<file path="config.mk">
export PLATFORM = sky130hd
export DESIGN_NAME = watchdog_interval_timer
export DESIGN_NICKNAME = d
export VERILOG_FILES = /design/src/hdl/wdt_prescaler.v /design/src/hdl/wdt_pulse.v /design/src/hdl/watchdog_interval_timer.v
export VERILOG_INCLUDE_DIRS = /design/src /design/src/hdl
export SDC_FILE = /design/constraint.sdc
export NUM_CORES = 1
export LEC_CHECK = 0
export ABC_CLOCK_PERIOD_IN_PS = 2800
export BUFFER_PORTS_ARGS = -buffer_cell sky130_fd_sc_hd__buf_2
export CAP_MARGIN = 5
export CORE_MARGIN = 4
export CORE_UTILIZATION = 25
export CTS_CLUSTER_SIZE = 24
export DETAILED_ROUTE_END_ITERATION = 7
export SYNTH_ARGS = -nofsm -noshare
export SYNTH_HDL_FRONTEND = slang
export SYNTH_SLANG_ARGS = --single-unit
</file>
<file path="constraint.sdc">
create_clock -name clk -period 2.8 [get_ports clk]
set_input_delay 0.14 -clock clk [delete_from_list [all_inputs] [get_ports clk]]
set_output_delay 0.14 -clock clk [all_outputs]
set_load 0.05 [all_outputs]
</file>
<file path="src/hdl/wdt_defs.vh">
`ifndef WDT_DEFS_VH
`define WDT_DEFS_VH

// register addresses on the internal bus
`define WDT_ADDR_TC_WR      32'hffff8610
`define WDT_ADDR_CSR_RD     32'hffff8610
`define WDT_ADDR_CNT_RD     32'hffff8611
`define WDT_ADDR_RST_WR     32'hffff8612
`define WDT_ADDR_RST_RD     32'hffff8613

// access size codes on bus_size
`define WDT_SIZE_BYTE       2'h0
`define WDT_SIZE_WORD       2'h1
`define WDT_SIZE_LONG       2'h2

// write keys in the upper byte of a word write
`define WDT_KEY_CNT         8'h5a
`define WDT_KEY_CSR         8'ha5
`define WDT_KEY_RST_CLR     8'ha5
`define WDT_KEY_RST_SET     8'h5a
`define WDT_RST_CLR_DATA    8'h00

// counter_control_status fields
`define WDT_CSR_OVF_BIT     7
`define WDT_CSR_ROLE_BIT    6
`define WDT_CSR_RUN_BIT     5
`define WDT_CSR_FILL        2'h3
`define WDT_CSR_RESET       8'h18

// overflow_reset_control fields
`define WDT_RST_WD_WRAP_FLAG_BIT    7
`define WDT_RST_WRAP_RESET_ENABLE_BIT    6
`define WDT_RST_WRAP_RESET_TYPE_BIT    5
`define WDT_RST_FILL        5'h1f
`define WDT_RST_RESET       8'h1f

// counter values
`define WDT_CNT_RESET       8'h00
`define WDT_CNT_TOP         8'hff

// pulse lengths in system clock cycles
`define WDT_WRAP_OUT_CYCLES 128
`define WDT_CHIP_RST_CYCLES 512

`endif

</file>
<file path="src/hdl/wdt_prescaler.v">
`timescale 1ns/10ps
`include "wdt_defs.vh"

// free-running divider of the system clock giving one tick per selected period
module wdt_prescaler #(
	parameter WIDTH = 13
) (
	input  wire             clk,
	input  wire             rst,
	input  wire             clr,
	input  wire [2:0]       sel,
	output wire             tick
);

	reg  [WIDTH-1:0] div_ff;
	wire [WIDTH-1:0] nxt_div;

	// mask of low bits that must all be one for the selected division
	function [WIDTH-1:0] div_mask;
		input [2:0] code;
		reg   [3:0] shift;
		begin
			case (code)
				3'h0: shift = 4'h1;
				3'h1: shift = 4'h6;
				3'h2: shift = 4'h7;
				3'h3: shift = 4'h8;
				3'h4: shift = 4'h9;
				3'h5: shift = 4'ha;
				3'h6: shift = 4'hc;
				3'h7: shift = 4'hd;
				default: shift = 4'h1;
			endcase
			div_mask = ~({WIDTH{1'b1}} << shift);
		end
	endfunction

	assign nxt_div = div_ff + {{(WIDTH-1){1'b0}}, 1'b1};
	assign tick    = ~clr & ((div_ff & div_mask(sel)) == div_mask(sel));

	// divider restarts from zero whenever counting is stopped
	always @(posedge clk) begin
		if (rst | clr) begin
			div_ff <= {WIDTH{1'b0}};
		end else begin
			div_ff <= nxt_div;
		end
	end

endmodule

</file>
<file path="src/hdl/wdt_pulse.v">
`timescale 1ns/10ps

// fixed-length output pulse; a new start restarts the length
module wdt_pulse #(
	parameter LEN        = 128,
	parameter ACTIVE_LOW = 0
) (
	input  wire clk,
	input  wire rst,
	input  wire start,
	output reg  pulse_ff
);

	localparam CW = 10;

	reg  [CW-1:0] left_ff;
	wire [CW-1:0] nxt_left;

	assign nxt_left = left_ff - {{(CW-1){1'b0}}, 1'b1};

	// count down the active cycles, idle level otherwise
	always @(posedge clk) begin
		if (rst) begin
			left_ff  <= {CW{1'b0}};
			pulse_ff <= (ACTIVE_LOW != 0);
		end else if (start) begin
			left_ff  <= LEN[CW-1:0] - {{(CW-1){1'b0}}, 1'b1};
			pulse_ff <= (ACTIVE_LOW == 0);
		end else if (left_ff != {CW{1'b0}}) begin
			left_ff  <= nxt_left;
			pulse_ff <= (ACTIVE_LOW == 0);
		end else begin
			pulse_ff <= (ACTIVE_LOW != 0);
		end
	end

endmodule

</file>
<file path="src/hdl/watchdog_interval_timer.v">
`timescale 1ns/10ps
`include "wdt_defs.vh"

// Operation
// - reset register loads 1f on pin reset, standby
// - watchdog wrap sets wd_wrap_flag, interval never
// - wd_wrap_flag clears after read one, zero write
// - enable clear: wrap resets counter, control only
// - reset type bit picks power-on or manual
// - counter, control written only by word writes
// - shared address, upper byte key selects target
// - reset register takes word writes only
// - key a5 data 00 clears wd_wrap_flag only
// - key 5a copies bits 6,5 to enable/type
// - byte reads at 8610, 8611, 8613
// - watchdog wrap drives wrap_out_n 128 cycles
// - enabled wrap gives 512-cycle chip reset
// - pin reset wins, wd_wrap_flag ends cleared
// - interval wrap sets flag and irq together
// - standby refused while count_run_enable set
// - nmi wake counts, wrap leaves standby
// - counter write beats a coinciding increment
// - counter increments while enabled or waking, cleared otherwise
// - divider codes give 2 to 8192
// - role select zero interval, one watchdog
// - interval flag clears read one, write zero
module watchdog_interval_timer #(
	parameter AW = 32
) (
	input  wire          clk,
	input  wire          rst,
	input  wire          ext_reset_n,
	input  wire [AW-1:0] bus_addr,
	input  wire          bus_wr,
	input  wire          bus_rd,
	input  wire [1:0]    bus_size,
	input  wire [15:0]   bus_wdata,
	output reg  [7:0]    bus_rdata_ff,
	input  wire          standby_req,
	input  wire          nmi_req,
	output reg           standby_ff,
	output reg           interval_irq_ff,
	output wire          wrap_out_n,
	output wire          chip_por_ff,
	output wire          chip_manual_ff
);

	// counter and control/status state
	reg [7:0] watch_counter_ff;
	reg       interval_wrap_flag_ff;
	reg       timer_role_select_ff;
	reg       count_run_enable_ff;
	reg [2:0] clock_divider_select_ff;
	reg       ovf_seen_ff;

	// reset control register state
	reg       wd_wrap_flag_ff;
	reg       wrap_reset_enable_ff;
	reg       wrap_reset_type_ff;
	reg       wd_wrap_flag_seen_ff;
	reg       waking_ff;

	// reset pin synchroniser
	reg       pin_s1_ff;
	reg       pin_s2_ff;
	reg       pin_s3_ff;
	reg       pin_rst_ff;

	// bus decode, event and read view nets
	wire [7:0] wr_lo;
	wire [7:0] wr_hi;
	wire       wr_word;
	wire       wr_cnt;
	wire       wr_csr;
	wire       wr_rst_clr;
	wire       wr_rst_set;
	wire       rd_byte;
	wire       tick;
	wire       counting;
	wire       inc;
	wire       wrap;
	wire       wd_wrap;
	wire       iv_wrap;
	wire       wake_done;
	wire       por;
	wire       chip_busy;
	wire       standby_enter;
	wire [7:0] csr_view;
	wire [7:0] rst_view;
	wire [7:0] nxt_counter;

	// three-stage pin sampling, level accepted when stages two and three agree
	always @(posedge clk) begin
		if (rst) begin
			pin_s1_ff  <= 1'b1;
			pin_s2_ff  <= 1'b1;
			pin_s3_ff  <= 1'b1;
			pin_rst_ff <= 1'b0;
		end else begin
			pin_s1_ff <= ext_reset_n;
			pin_s2_ff <= pin_s1_ff;
			pin_s3_ff <= pin_s2_ff;
			if (pin_s2_ff == pin_s3_ff) begin
				pin_rst_ff <= ~pin_s3_ff;
			end
		end
	end

	// the sampled pin acts as a power-on reset of the whole block
	assign por = rst | pin_rst_ff;

	// bus decode: writes count only as word writes with the right key
	assign wr_lo      = bus_wdata[7:0];
	assign wr_hi      = bus_wdata[15:8];
	assign wr_word    = bus_wr & (bus_size == `WDT_SIZE_WORD);
	assign wr_cnt     = wr_word & (bus_addr == `WDT_ADDR_TC_WR) & (wr_hi == `WDT_KEY_CNT);
	assign wr_csr     = wr_word & (bus_addr == `WDT_ADDR_TC_WR) & (wr_hi == `WDT_KEY_CSR);
	assign wr_rst_clr = wr_word & (bus_addr == `WDT_ADDR_RST_WR) & (wr_hi == `WDT_KEY_RST_CLR)
	                    & (wr_lo == `WDT_RST_CLR_DATA);
	assign wr_rst_set = wr_word & (bus_addr == `WDT_ADDR_RST_WR) & (wr_hi == `WDT_KEY_RST_SET);
	assign rd_byte    = bus_rd & (bus_size == `WDT_SIZE_BYTE);

	// counting and wrap events
	assign counting      = count_run_enable_ff | waking_ff;
	assign inc           = tick & counting & ~wr_cnt & ~chip_busy;
	assign wrap          = inc & (watch_counter_ff == `WDT_CNT_TOP);
	assign wd_wrap       = wrap & ~waking_ff & timer_role_select_ff;
	assign iv_wrap       = wrap & ~waking_ff & ~timer_role_select_ff;
	assign wake_done     = wrap & waking_ff;
	assign chip_busy     = chip_por_ff | chip_manual_ff;
	assign standby_enter = standby_req & ~standby_ff & ~count_run_enable_ff;
	assign nxt_counter   = watch_counter_ff + 8'h01;

	wdt_prescaler #(
		.WIDTH (13)
	) u_prescaler (
		.clk  (clk),
		.rst  (por),
		.clr  (~counting),
		.sel  (clock_divider_select_ff),
		.tick (tick)
	);

	// external overflow output, active low, idles high
	wdt_pulse #(
		.LEN        (`WDT_WRAP_OUT_CYCLES),
		.ACTIVE_LOW (1)
	) u_wrap_out (
		.clk      (clk),
		.rst      (por),
		.start    (wd_wrap),
		.pulse_ff (wrap_out_n)
	);

	// internal chip reset of power-on type
	wdt_pulse #(
		.LEN        (`WDT_CHIP_RST_CYCLES),
		.ACTIVE_LOW (0)
	) u_chip_por (
		.clk      (clk),
		.rst      (por),
		.start    (wd_wrap & wrap_reset_enable_ff & ~wrap_reset_type_ff),
		.pulse_ff (chip_por_ff)
	);

	// internal chip reset of manual type
	wdt_pulse #(
		.LEN        (`WDT_CHIP_RST_CYCLES),
		.ACTIVE_LOW (0)
	) u_chip_manual (
		.clk      (clk),
		.rst      (por),
		.start    (wd_wrap & wrap_reset_enable_ff & wrap_reset_type_ff),
		.pulse_ff (chip_manual_ff)
	);

	// counter: wdt-side reset on watchdog wrap, zero while stopped, write beats increment
	always @(posedge clk) begin
		if (por) begin
			watch_counter_ff <= `WDT_CNT_RESET;
		end else if (wd_wrap | chip_busy) begin
			watch_counter_ff <= `WDT_CNT_RESET;
		end else if (~counting) begin
			watch_counter_ff <= `WDT_CNT_RESET;
		end else if (wr_cnt) begin
			watch_counter_ff <= wr_lo;
		end else if (inc) begin
			watch_counter_ff <= nxt_counter;
		end
	end

	// control/status: mode, run, divider and the interval flag
	always @(posedge clk) begin
		if (por | wd_wrap | chip_busy) begin
			interval_wrap_flag_ff   <= 1'b0;
			timer_role_select_ff    <= 1'b0;
			count_run_enable_ff     <= 1'b0;
			clock_divider_select_ff <= 3'h0;
		end else if (standby_enter) begin
			interval_wrap_flag_ff <= 1'b0;
			timer_role_select_ff  <= 1'b0;
			count_run_enable_ff   <= 1'b0;
		end else begin
			if (iv_wrap) begin
				interval_wrap_flag_ff <= 1'b1;
			end else if (wr_csr & ~wr_lo[`WDT_CSR_OVF_BIT] & ovf_seen_ff) begin
				interval_wrap_flag_ff <= 1'b0;
			end
			if (wr_csr) begin
				timer_role_select_ff    <= wr_lo[`WDT_CSR_ROLE_BIT];
				count_run_enable_ff     <= wr_lo[`WDT_CSR_RUN_BIT];
				clock_divider_select_ff <= wr_lo[2:0];
			end
		end
	end

	// read-as-one tracking for the interval flag
	always @(posedge clk) begin
		if (por | wd_wrap | chip_busy | standby_enter) begin
			ovf_seen_ff <= 1'b0;
		end else if (wr_csr & ~wr_lo[`WDT_CSR_OVF_BIT]) begin
			ovf_seen_ff <= 1'b0;
		end else if (rd_byte & (bus_addr == `WDT_ADDR_CSR_RD) & interval_wrap_flag_ff) begin
			ovf_seen_ff <= 1'b1;
		end
	end

	// reset control register: kept across its own chip reset
	always @(posedge clk) begin
		if (por | standby_enter) begin
			wd_wrap_flag_ff      <= 1'b0;
			wrap_reset_enable_ff <= 1'b0;
			wrap_reset_type_ff   <= 1'b0;
			wd_wrap_flag_seen_ff         <= 1'b0;
		end else begin
			if (wd_wrap) begin
				wd_wrap_flag_ff <= 1'b1;
			end else if (wr_rst_clr & wd_wrap_flag_seen_ff) begin
				wd_wrap_flag_ff <= 1'b0;
			end
			if (wr_rst_clr) begin
				wd_wrap_flag_seen_ff <= 1'b0;
			end else if (rd_byte & (bus_addr == `WDT_ADDR_RST_RD) & wd_wrap_flag_ff) begin
				wd_wrap_flag_seen_ff <= 1'b1;
			end
			if (wr_rst_set) begin
				wrap_reset_enable_ff <= wr_lo[`WDT_RST_WRAP_RESET_ENABLE_BIT];
				wrap_reset_type_ff   <= wr_lo[`WDT_RST_WRAP_RESET_TYPE_BIT];
			end
		end
	end

	// standby entry, nmi wake and exit on counter wrap
	always @(posedge clk) begin
		if (por) begin
			standby_ff <= 1'b0;
			waking_ff  <= 1'b0;
		end else if (standby_enter) begin
			standby_ff <= 1'b1;
		end else if (wake_done) begin
			standby_ff <= 1'b0;
			waking_ff  <= 1'b0;
		end else if (standby_ff & nmi_req) begin
			waking_ff <= 1'b1;
		end
	end

	// interval interrupt pulse in the same cycle as the flag
	always @(posedge clk) begin
		if (por) begin
			interval_irq_ff <= 1'b0;
		end else begin
			interval_irq_ff <= iv_wrap;
		end
	end

	// register read views, reserved bits read as one
	assign csr_view = {interval_wrap_flag_ff, timer_role_select_ff, count_run_enable_ff,
	                   `WDT_CSR_FILL, clock_divider_select_ff};
	assign rst_view = {wd_wrap_flag_ff, wrap_reset_enable_ff, wrap_reset_type_ff, `WDT_RST_FILL};

	// byte read data, zero for other sizes and addresses
	always @(posedge clk) begin
		if (por) begin
			bus_rdata_ff <= 8'h00;
		end else if (rd_byte) begin
			case (bus_addr)
				`WDT_ADDR_CSR_RD: bus_rdata_ff <= csr_view;
				`WDT_ADDR_CNT_RD: bus_rdata_ff <= watch_counter_ff;
				`WDT_ADDR_RST_RD: bus_rdata_ff <= rst_view;
				default:          bus_rdata_ff <= 8'h00;
			endcase
		end else if (bus_rd) begin
			bus_rdata_ff <= 8'h00;
		end
	end

endmodule

</file>
==> metrics <==
top-count cell post-synth dfxtp_1; final instance area 5120 µm²; Detailed Route WL 9910 µm; placed inst area 4780 µm²; Layout area overhead 25.5%; final setup fails 0; instance count on the critical path 10; GPL Wtd Cong 0.803; 1st-iter DRT viols ~110; GR Util All Layers 0.109; vias in the first global route between 3000 and 4000; post-route ant nets 0; Worst setup SP type register; Crit Path Max Fanout 5; Vias/cell 4.64; Synth Cell Area 4080 µm²; CTS max path bufs 2; Least-Margin Pin Slew 766 ps; main flop type after synthesis dfxtp_1; Hold Crit Class in -> reg; clk root buf clkbuf_16; post-synth net total ~540; CP Cell Sequence nand2b_1, a211o_1, a221o_1, nor3_2, nand4_1, nand2_1, buf_4, nor4_1, ha_1, or2_2; IO Pins 70; Placement Rows 46; Hold Fails Final Rpt 0; routed len/inst 12.7 µm; Max-Cap Viols 0; vias 3624; top post-synthesis cells by count 84 x dfxtp_1, 55 x nor2_1, 43 x a21oi_1; Syn. warnings 0; initial core utilization 0.256; mean area per synthesized cell roughly 8.5 µm²; Pwr Density 796 nW/µm²; drt drc 0; fmax a little under 400 MHz; share of cells above drive strength 1 0.225; CTS sink count 84; post-synthesis cell count 479; Die W 136 µm; Fin Clk Skew 9.58 ps; Leak Pwr 2.00 nW; max-slew violation total from the final report 0; initial antenna violation count 0; kind of critical path reg -> reg; placed cells 764; clk_lat worst skew around 340 ps; EDFF count, synth 0; Worst Path Required 3020 ps; FF-to-FF path depth 10; H-tree levels 3; Final #Nets about 620; status completed; CP arrival 2780 ps; flop2flop setup slack approximately 240 ps; register area share after synthesis 0.412; VDD IR max 0.398 mV; first-pass GRT wire length approximately 16000 µm; port buffer count 69; RSZ-0062 raised after global routing no; CTS tree done; CTS Buf Count 9; top-area cell type share of the netlist area 0.412; remaining global-route overflow 0; largest net degree at the start of global routing 39; Async SR Flop Fraction 0; CP max stage cell dfxtp_1; CP max stage delay 350 ps; Max-slew headroom 0.490; Critical Path End Type register; post-detail-place hpwl around 7500 µm; #FFs+latches synth 84; Total Power 4.07 mW; Final Cycle Share 0.916; Die ar. 18400 µm²; CTS clk-pin slew, worst paths about 60 ps; drt pass-1 iters 4; Layout Cells excl Fill 781; clock period minus worst slack between 2000 and 3000 ps; crit path buf inv count 1; Die Y-Extent 136 µm; Cell variety after synth 50; n_diodes 0; Top delay family on crit path simple AND/OR/NAND/NOR gates; Synth area leader dfxtp_1; Synth area leaders dfxtp_1 41%, a21oi_1 5.3%, nor2_1 5.1%, xnor2_1 4.5%, mux2i_1 3.7%; CORE AREA 15900 µm²
## placed cells by master (no fill, tap or decap), types with 8 or more instances in the layout
cell type / count
buf_4: 21
a21oi_1: 43
nand3_1: 15
nand4_1: 14
nand2b_1: 13
and3_1: 8
o21ai_0: 13
nor2_1: 55
nor4_1: 10
nand2_1: 34
inv_1: 12
or2_2: 8
nor3_1: 13
mux2i_1: 14
xor2_1: 14
buf_2: 69
dfxtp_1: 84
xnor2_1: 21
a211oi_1: 8
clkbuf_16: 9
## registers in the layout (all words and copies together), names as in the netlist, 3 cells and up, named ones only
register                 count
u_prescaler.div_ff          13
u_chip_manual.left_ff       10
u_wrap_out.left_ff          10
u_chip_por.left_ff          10
bus_rdata_ff                 8
watch_counter_ff             8
clock_divider_select_ff      3
## metal layers
layer	GRT usage	vias to the layer above	routed length [µm]
li1	-	1876	-
met3	0.0256	18	477
met1	0.144	1648	4760
met2	0.174	82	4450
met4	0.0386	0	223
met5	0	-	0
## logic make-up (layout without fill, tap and decap cells)
family                     count (synthesis)  in the layout  synth area share
AOI/OAI and AO/OA                         86             86             0.125
adders and majority gates                  7              7            0.0215
xor gates and xnor gates                  35             35            0.0751
muxes                                     17             17            0.0423
and+or+nand+nor                          217            217             0.288
buffers and inverters                     33            119            0.0359
DFF                                       84             84             0.412
## worst register-to-register path, delay by kind of cell, from the launching register on
| kind | cells | cell delay (ps) |
|---|---|---|
| AOI/OAI and AO/OA | 2 | 620 |
| adders and majority gates | 1 | 180 |
| buffers and inverters | 1 | 170 |
| DFF | 1 | 350 |
| and+or+nand+nor | 6 | 1130 |
## power by group
group | leakage [nW] | switching [mW] | internal, mW
combinational | 1.15 | 0.658 | 0.577
clock | 0.162 | 0.483 | 0.805
sequential | 0.685 | 0.156 | 1.39
## through the flow
| stage | util | worst slack, ps | setup TNS [ps] | hold slack (ps) |
|---|---|---|---|---|
| 3_5_place_dp | 0.300 | -59.5 | -59.5 | 334 |
| 6_report | 0.321 | 236 | 0 | 24.1 |
| 3_3_place_gp | 0.300 | -29.8 | -29.8 | 335 |
| 4_1_cts | 0.321 | 127 | 0 | 19.6 |
| 2_1_floorplan | - | 22.5 | 0 | 212 |
| 5_1_grt | 0.321 | 134 | 0 | 34.4 |
## worst min-delay path by stage
stage,start,endpoint,slack [ps],cells after the start
global route,rst,pin_rst_ff,30,2
detailed placement,ext_reset_n,pin_s1_ff,330,2
finish,rst,pin_rst_ff,20,2
floorplan,rst,pin_rst_ff,210,1
CTS,rst,pin_rst_ff,20,2
global placement,ext_reset_n,pin_s1_ff,330,2
## area by class of cell
class                           count  area (µm²)
Clock buffer                       10         239
Clock inverter                      6        87.6
Fill cell                        1706       10800
Inverter                           12        45.0
Multi-Input combinational cell    362        2280
Sequential cell                    84        1680
Tap cell                          216         270
Timing Repair Buffer               91         513
## timing repair
action	CTS	global route
resized for setup	0	1
hold buffers	1	0
setup buffers	0	0
setup endpoints to repair	0	1
endpoints found under the hold margin	1	0
(Power assumes the default switching activity.)
